$ cat src/verilog/gcr_regs.vh
// Constants for the gas concentration frame reporter.
// Assumes a single 125 MHz core clock.
`ifndef GCR_REGS_VH
`define GCR_REGS_VH
// ****************************************
// Clock and timing
// ****************************************
`define GCR_CLK_HZ          125000000
`define GCR_BAUD            4800
`define GCR_BIT_CYCLES      (`GCR_CLK_HZ / `GCR_BAUD)
`define GCR_FRAME_PERIOD_S  1
`define GCR_FRAME_CYCLES    (`GCR_CLK_HZ * `GCR_FRAME_PERIOD_S)
`define GCR_WARMUP_S        30
`define GCR_WARMUP_FRAMES   (`GCR_WARMUP_S / `GCR_FRAME_PERIOD_S)
// ****************************************
// Frame layout
// ****************************************
`define GCR_FRAME_BYTES     5
`define GCR_LAST_BYTE       3'h4
`define GCR_HEADER          8'hAA
`define GCR_ST_NORMAL       8'h80
`define GCR_ST_FAULT        8'h81
`define GCR_ST_WARMUP       8'h82
`define GCR_CONC_ZERO       16'h0000
`define GCR_CONC_OVER       16'hFFFF
`define GCR_DATA_BITS       8
`endif

$ cat src/verilog/gcr_frame_reporter.v
// Top of the gas concentration frame reporter: warm-up timing and frame upload.
// Assumes concentration and status inputs are synchronous to core_clk.
//
// What this block does
// [RULE1] Stay in warm-up about thirty seconds after reset, then go normal.
// [RULE2] Send one unrequested frame every second from reset, warm-up included.
// [RULE3] Line runs 4800 baud, eight data bits, one stop bit, no parity.
// [RULE4] Frame is five bytes: 0xAA, status, conc high, conc low, checksum.
// [RULE5] Checksum is header plus status plus both concentration bytes.
// [RULE6] Checksum keeps only the low eight bits of the sum.
// [RULE7] Status is 0x80 normal, 0x81 circuit fault, 0x82 warming up.
// [RULE8] Concentration bytes are zero in every warm-up frame.
// [RULE9] Over-range sends concentration 0xFFFF outside warm-up.
// [RULE10] Host aligns on 0xAA and drops frames with bad checksum.
`timescale 1ns/1ps
`include "gcr_regs.vh"
module gcr_frame_reporter #(
  parameter [31:0] FRAME_CYCLES  = `GCR_FRAME_CYCLES,
  parameter [31:0] BIT_CYCLES    = `GCR_BIT_CYCLES,
  parameter [7:0]  WARMUP_FRAMES = `GCR_WARMUP_FRAMES
) (
  // Clock and reset
  input  wire        core_clk,
  input  wire        rst_n,
  // Measurement
  input  wire [15:0] conc,
  input  wire        over_range,
  input  wire        circuit_fault,
  // Serial out
  output reg         txd,
  output reg         warming
);
  localparam [1:0] S_IDLE = 2'h0;
  localparam [1:0] S_LOAD = 2'h1;
  localparam [1:0] S_WAIT = 2'h2;

  reg  [1:0]  rst_sync;
  wire        rst_core_n = rst_sync[1];
  reg  [31:0] tick_cnt;
  wire        period_end;
  reg         tick;
  reg  [7:0]  warm_cnt;
  reg  [1:0]  state;
  reg  [1:0]  next_state;
  reg  [2:0]  byte_idx;
  reg  [2:0]  next_byte_idx;
  reg  [7:0]  frame [0:4];
  wire        capture;
  reg         tx_start;
  reg         next_tx_start;
  reg  [7:0]  tx_data;
  reg  [7:0]  next_tx_data;
  wire        tx_line;
  wire        tx_busy;
  reg  [7:0]  next_status;
  reg  [15:0] next_conc;
  reg  [7:0]  next_sum;
  // ****************************************
  // Field decoding
  // ****************************************
  // Warm-up outranks a fault: the reading is not trusted yet
  function [7:0] status_code;
    input warm;
    input fault;
    begin
      if (warm) status_code = `GCR_ST_WARMUP; // [RULE7]
      else if (fault) status_code = `GCR_ST_FAULT; // [RULE7]
      else status_code = `GCR_ST_NORMAL; // [RULE7]
    end
  endfunction

  function [15:0] conc_field;
    input        warm;
    input        over;
    input [15:0] value;
    begin
      if (warm) conc_field = `GCR_CONC_ZERO; // [RULE8]
      else if (over) conc_field = `GCR_CONC_OVER; // [RULE9]
      else conc_field = value;
    end
  endfunction

  // Sum wraps in eight bits, so the carry out is simply lost
  function [7:0] sum8;
    input [7:0] a;
    input [7:0] b;
    begin
      sum8 = a + b; // [RULE6]
    end
  endfunction
  // ****************************************
  // Reset release
  // ****************************************
  always @(posedge core_clk or negedge rst_n) begin
    if (!rst_n) rst_sync <= 2'h0;
    else        rst_sync <= {rst_sync[0], 1'b1};
  end
  // ****************************************
  // One-second tick
  // ****************************************
  assign period_end = (tick_cnt == FRAME_CYCLES - 32'h1);
  // First tick comes right after reset so the host sees a frame at once
  always @(posedge core_clk or negedge rst_core_n) begin
    if (!rst_core_n) begin
      tick_cnt <= 32'h0;
      tick     <= 1'b0;
    end else begin
      tick <= (tick_cnt == 32'h0); // [RULE2]
      if (period_end) begin
        tick_cnt <= 32'h0;
      end else begin
        tick_cnt <= tick_cnt + 32'h1;
      end
    end
  end
  // ****************************************
  // Warm-up
  // ****************************************
  // Counted in whole frame periods, so the first normal frame opens a period
  always @(posedge core_clk or negedge rst_core_n) begin
    if (!rst_core_n) begin
      warm_cnt <= 8'h00;
      warming  <= 1'b1;
    end else if (period_end && warming) begin
      warm_cnt <= warm_cnt + 8'h01;
      if (warm_cnt == WARMUP_FRAMES - 8'h01) begin
        warming <= 1'b0; // [RULE1]
      end
    end
  end
  // ****************************************
  // Frame content
  // ****************************************
  always @* begin
    next_status = status_code(warming, circuit_fault);
    next_conc   = conc_field(warming, over_range, conc);
    next_sum    = sum8(`GCR_HEADER, next_status); // [RULE5]
    next_sum    = sum8(next_sum, next_conc[15:8]); // [RULE5]
    next_sum    = sum8(next_sum, next_conc[7:0]); // [RULE5]
  end
  // ****************************************
  // Frame store
  // ****************************************
  // Fields are frozen at the tick so a mid-frame input change cannot tear the checksum
  assign capture = tick && (state == S_IDLE);
  always @(posedge core_clk or negedge rst_core_n) begin
    if (!rst_core_n) begin
      frame[0] <= 8'h00;
      frame[1] <= 8'h00;
      frame[2] <= 8'h00;
      frame[3] <= 8'h00;
      frame[4] <= 8'h00;
    end else if (capture) begin
      frame[0] <= `GCR_HEADER; // [RULE4]
      frame[1] <= next_status; // [RULE4]
      frame[2] <= next_conc[15:8]; // [RULE4]
      frame[3] <= next_conc[7:0]; // [RULE4]
      frame[4] <= next_sum; // [RULE4]
    end
  end
  // ****************************************
  // Frame sequencer
  // ****************************************
  // A tick during a frame is skipped; at 4800 baud a frame takes ~10 ms
  always @* begin
    next_state    = state;
    next_byte_idx = byte_idx;
    next_tx_start = 1'b0;
    next_tx_data  = tx_data;
    case (state)
      S_IDLE: begin
        if (tick) begin
          next_byte_idx = 3'h0;
          next_state    = S_LOAD;
        end
      end
      S_LOAD: begin
        if (!tx_busy && !tx_start) begin
          next_tx_data  = frame[byte_idx];
          next_tx_start = 1'b1;
          next_state    = S_WAIT;
        end
      end
      S_WAIT: begin
        if (!tx_busy && !tx_start) begin
          if (byte_idx == `GCR_LAST_BYTE) begin
            next_state = S_IDLE; // [RULE4]
          end else begin
            next_byte_idx = byte_idx + 3'h1;
            next_state    = S_LOAD;
          end
        end
      end
      default: next_state = S_IDLE;
    endcase
  end

  always @(posedge core_clk or negedge rst_core_n) begin
    if (!rst_core_n) begin
      state    <= S_IDLE;
      byte_idx <= 3'h0;
      tx_start <= 1'b0;
      tx_data  <= 8'h00;
    end else begin
      state    <= next_state;
      byte_idx <= next_byte_idx;
      tx_start <= next_tx_start;
      tx_data  <= next_tx_data;
    end
  end

  // Line is re-registered so the pin comes straight from a flop
  always @(posedge core_clk or negedge rst_core_n) begin
    if (!rst_core_n) begin
      txd <= 1'b1;
    end else begin
      txd <= tx_line;
    end
  end
  // ****************************************
  // Transmitter
  // ****************************************
  gcr_uart_tx #(.BIT_CYCLES(BIT_CYCLES)) u_tx (
    .clk   (core_clk),
    .rst_n (rst_core_n),
    .start (tx_start),
    .data  (tx_data),
    .txd   (tx_line),
    .busy  (tx_busy)
  );
endmodule // gcr_frame_reporter

$ cat src/verilog/gcr_uart_tx.v
// 8N1 UART transmitter, one byte per start pulse.
// Assumes start is only pulsed while busy is low.
`timescale 1ns/1ps
`include "gcr_regs.vh"
module gcr_uart_tx #(
  parameter [31:0] BIT_CYCLES = `GCR_BIT_CYCLES
) (
  // Clock and reset
  input  wire       clk,
  input  wire       rst_n,
  // Byte in
  input  wire       start,
  input  wire [7:0] data,
  // Line out
  output reg        txd,
  output reg        busy
);
  reg  [31:0] bit_cnt;
  reg  [3:0]  bit_idx;
  reg  [9:0]  shift;
  // ****************************************
  // Shifter: start bit, 8 data bits LSB first, one stop bit, no parity
  // ****************************************
  always @(posedge clk or negedge rst_n) begin
    if (!rst_n) begin
      txd     <= 1'b1;
      busy    <= 1'b0;
      bit_cnt <= 32'h0;
      bit_idx <= 4'h0;
      shift   <= 10'h3FF;
    end else if (!busy) begin
      if (start) begin
        shift   <= {1'b1, data, 1'b0}; // [RULE3]
        txd     <= 1'b0;
        busy    <= 1'b1;
        bit_cnt <= 32'h0;
        bit_idx <= 4'h0;
      end
    end else if (bit_cnt == BIT_CYCLES - 32'h1) begin
      bit_cnt <= 32'h0;
      if (bit_idx == 4'h9) begin
        busy <= 1'b0;
        txd  <= 1'b1;
      end else begin
        bit_idx <= bit_idx + 4'h1;
        txd     <= shift[bit_idx + 4'h1]; // [RULE3]
      end
    end else begin
      bit_cnt <= bit_cnt + 32'h1;
    end
  end
endmodule // gcr_uart_tx
$ cat config.mk
export PLATFORM = sky130hd
export DESIGN_NAME = gcr_frame_reporter
export DESIGN_NICKNAME = d
export VERILOG_FILES = /design/src/verilog/gcr_frame_reporter.v /design/src/verilog/gcr_uart_tx.v
export VERILOG_INCLUDE_DIRS = /design/src /design/src/verilog
export SDC_FILE = /design/constraint.sdc
export NUM_CORES = 1
export LEC_CHECK = 0
export BUFFER_PORTS_ARGS = -buffer_cell sky130_fd_sc_hd__buf_2
export CORE_MARGIN = 4
export CORE_UTILIZATION = 45
export CTS_BUF_LIST = sky130_fd_sc_hd__clkbuf_8 sky130_fd_sc_hd__clkbuf_16
export CTS_CLUSTER_SIZE = 14
export DETAILED_ROUTE_END_ITERATION = 10
export GPL_TIMING_DRIVEN = 1
export PLACE_DENSITY = 0.72
export SLEW_MARGIN = 5
export SYNTH_ARGS = -nofsm -noshare
export SYNTH_HDL_FRONTEND = slang
export SYNTH_HIERARCHICAL = 1
export SYNTH_SLANG_ARGS = --single-unit
$ cat constraint.sdc
create_clock -name core_clk -period 3.6 [get_ports core_clk]
set_input_delay 0.36 -clock core_clk [delete_from_list [all_inputs] [get_ports core_clk]]
set_output_delay 0.36 -clock core_clk [all_outputs]
set_load 0.01 [all_outputs]
==> Implementation_results.wiki <==
{| class="wikitable"
! Metric !! Value
|-
| Remaining antenna violation count after routing || 0
|-
| Highest achievable clock rate || 0.3740 GHz
|-
| RSZ-0062 raised after global routing || false
|-
| Combinational power share || 0.046
|-
| Clock input transition at the sequential cells of the worst setup and hold paths || 0.06 ns
|-
| Number of cells traversed by the worst hold path || 3
|-
| DR DRC count || 0
|-
| DRT Wirelength || 14.27 mm
|-
| CP startpoint kind || flip-flop
|-
| Yosys warns || 6
|-
| Maximum fanout encountered on the critical timing path || 28
|-
| Net count after synthesis || 780
|-
| Power share of the clock group || 0.509
|-
| Initial DRT Pass Iterations || 4
|-
| Count of buffers inserted at the top-level ports || 21
|-
| Routed length per placed instance || 14.62 µm
|-
| Total routing resource utilization after global routing || 0.1706
|-
| Start of the worst register-to-register path || warming$_DFFE_PN1P_
|-
| Area growth from synthesis to layout || 12.98%
|-
| Flip-flop cell with the highest count after synthesis || dfrtp_1
|-
| Avg Synthesized Cell Area || 9.665 µm²
|-
| Worst hold path startpoint || conc[7]
|-
| Die footprint || 17910 µm²
|-
| Detail Placement HPWL || 9.181 mm
|-
| Int Pwr || 0.002718 W
|-
| Core Region || 15370 µm²
|-
| Number of nets in the final layout || 795
|-
| Number of flops mapped to enable cells by yosys || 0
|-
| Pin slew with the least headroom to its limit || 1.190 ns
|-
| Count of pins over their slew limit || 0
|-
| Type of the worst setup path || flip-flop to flip-flop
|-
| Remaining max-slew budget at the tightest pin || 0.2046
|-
| Crit end category || flip-flop
|-
| Via count || 5408
|-
| Status || finished, final reports clean
|-
| Fraction of layout cells with a size suffix above 1 || 0.1529
|-
| Final critical-path required period || 2.674 ns
|-
| Post-CTS Setup Inserts || 0
|-
| Switch Pwr || 0.0008026 W
|-
| Setup TNS Final || 0 ns
|-
| Number of distinct library cell variants in the gate-level netlist after synthesis || roughly 70
|-
| Number of buffers on the longest clock path || 2
|-
| Die X-Extent || 133.8 µm
|-
| Number of instances resized during post-cts repair || 0
|-
| Number of placed cells counting well taps || around 940
|-
| Total gr overflow || 0
|-
| Arrival time worst endpoint || 2.94 ns
|-
| Cell depth of the worst flop-to-flop path || 9
|-
| Non-filler instance count after layout || between 900 and 1k
|-
| Setup slack after layout || between 0.9 and 1 ns
|-
| Placement Setup Slack || about 0.95 ns
|-
| Share of the yosys chip area belonging to registers || 0.4693
|-
| Wire length of the first global-routing pass || around 25 mm
|-
| Vias per std cell || 5.541
|-
| Die Span Y || 133.8 µm
|-
| Clock sink total || approximately 130
|-
| Count of final setup violators || 0
|-
| Maximum clock skew at final layout || roughly 0.011 ns
|-
| Number of antenna cells inserted || 0
|-
| Tcrit/Tclk final || 0.7428
|-
| Static leakage power || 3.576 nW
|-
| Biggest area contributors in the synthesized netlist || dfrtp_1 43%, dfstp_2 4.4%, nand2_1 4.1%
|-
| Data required time at the worst endpoint || 3.86 ns
|-
| Register bit total from synthesis || about 130
|-
| Worst-case register-to-register setup slack || between 0.9 and 1 ns
|-
| Initial cell density of the core || 0.4634
|-
| Share of async-settable or async-resettable flops after synthesis || 1.000
|-
| Relative contribution of sequential cells to total power || 0.445
|-
| Power per standard cell area || 437.4 nW/µm²
|-
| Weighted congestion at the end of routability-driven global placement || 0.8569
|-
| Leading cell types in the layout, fill and taps excluded || 120 x dfrtp_1, 78 x nand2_1, 73 x nor2_1
|-
| Min-delay worst type || input pin to flip-flop
|-
| Yosys top cell area share || 0.4251
|-
| VDD IR max || between 0.3 and 0.4 mV
|-
| Mapped cell area || 7123 µm²
|-
| Final count of hold timing violations || 0
|-
| Number of global-route vias before repair || 5296
|-
| Most frequent standard cell in the layout excluding fill and tap cells || dfrtp_1
|-
| Cell type with the highest aggregate area in the netlist || dfrtp_1
|-
| Sw Share || 0.2280
|-
| Hold EP || frame[15]$_DFFE_PN0P_
|-
| Gate Count Post-Synth || 737
|-
| Number of CTS-inserted buffers || 17
|-
| Clock root buffer || clkbuf_16
|-
| Max-cap violations || 0
|-
| Clock tree from TritonCTS || yes
|-
| Source-to-sink clock delay at the later pin of the worst-skew pair || between 0.4 and 0.5 ns
|-
| Destination of the worst register-to-register timing path || frame[6]$_DFFE_PN0P_
|-
| H-tree levels || 4
|-
| Site row count || 45
|-
| Maximum number of pins on one net before global-route repair || 69
|-
| Number of DRC markers after the initial detailed-route iteration || 461
|-
| Number of antenna violations at the first check in global routing || 0
|-
| Top-level I/O count || 22
|}
[cell usage after synthesis (all sizes together) (14+ instances only)]
cell    number
and3        20
nor4        14
xnor2       23
nor2        73
a21oi       40
a31oi       25
nand2       78
dfrtp      121
nand4       19
mux2        20
o21ai       33
clkbuf      25
nand3       27
xor2        22
ha          21
inv         27
nor3        16
[sequential cells by signal, indices dropped and copies added (netlist names)]
name	count
u_tx/bit_idx	4
byte_idx	3
rst_sync	2
warming	1
u_tx/busy	1
tx_start	1
tick_cnt	32
frame	27
tx_data	8
u_tx/bit_cnt	32
u_tx/shift	9
warm_cnt	8
u_tx/txd	1
tick	1
state	2
txd	1
[cell type report]
cell class | instances | area (µm²)
Sequential cell | 133 | 3347
Clock inverter | 14 | 173.9
Inverter | 27 | 101.3
Timing Repair Buffer | 30 | 187.7
Tap cell | 211 | 264.0
Multi-Input combinational cell | 543 | 3535
Clock buffer | 18 | 439.2
Fill cell | 1373 | 7323
[worst max-delay path by stage]
stage          cells after the start                   end                start  slack (ns)
6_report                           9  frame[6]$_DFFE_PN0P_  warming$_DFFE_PN1P_        0.93
5_1_grt                            9  frame[6]$_DFFE_PN0P_  warming$_DFFE_PN1P_        0.76
4_1_cts                            9  frame[6]$_DFFE_PN0P_  warming$_DFFE_PN1P_        0.93
3_5_place_dp                       9  frame[6]$_DFFE_PN0P_  warming$_DFFE_PN1P_        0.95
3_3_place_gp                       9  frame[6]$_DFFE_PN0P_  warming$_DFFE_PN1P_        1.00
2_1_floorplan                     10  frame[7]$_DFFE_PN0P_           over_range        1.03
[worst max-delay path: stages, from the launching register on]
cell      delay, ns
dfstp_2        0.82
o21bai_1       0.25
fa_1           0.21
inv_1          0.06
fa_1           0.43
a21oi_1        0.20
o21ai_0        0.12
a21oi_1        0.18
xor2_1         0.15
o21ai_0        0.08
[layer usage]
layer / GRT usage / wire [µm] / vias to the layer above
met1: 0.2381 / 7024 / 2630
met5: 0 / 0 / -
met4: 0.05886 / 162 / 0
met2: 0.2639 / 6621 / 83
li1: - / - / 2683
met3: 0.03788 / 459 / 12
[timing repair]
item,CTS,global route
setup endpoints to repair,0,0
hold buffers,1,0
hold endpoints to repair,2,0
[power by group through the flow]
| stage | Sequential (W) | Clock [W] | Combinational, W |
|---|---|---|---|
| floorplan | 0.00159 | 0 | 0.000109 |
| global placement | 0.00159 | 0 | 0.000159 |
| detailed placement | 0.00159 | 0 | 0.000161 |
| CTS | 0.00157 | 0.00183 | 0.000163 |
| global route | 0.00157 | 0.00191 | 0.000187 |
| finish | 0.00157 | 0.00179 | 0.000162 |
[cells by family (layout without fill, tap and decap cells)]
kind of cell / after synthesis / in the layout / synth area share
XOR/XNOR: 45 / 45 / 0.05638
multiplexers: 30 / 30 / 0.05094
adder cells (fa/ha/maj): 23 / 23 / 0.04251
AND/OR/NAND/NOR: 291 / 291 / 0.2055
other: 1 / 1 / 0.0005265
AO/OA/AOI/OAI: 153 / 153 / 0.1384
buffers and inverters: 61 / 89 / 0.03636
flip-flops: 133 / 133 / 0.4693
[stage by stage]
| stage | instance area (µm²) | utilization | total power, W | hold slack [ns] |
|---|---|---|---|---|
| final | 8048 | 0.5236 | 0.003520 | 0.2238 |
| after global placement | 7425 | 0.4830 | 0.001750 | 0.1465 |
| after global routing | 8048 | 0.5236 | 0.003667 | 0.2292 |
| after CTS | 8048 | 0.5236 | 0.003562 | 0.2130 |
| after floorplan | 7124 | - | 0.001702 | 0.06441 |
| after detailed placement | 7425 | 0.4830 | 0.001754 | 0.1479 |
Note: power is estimated with default switching activity, not from simulation.
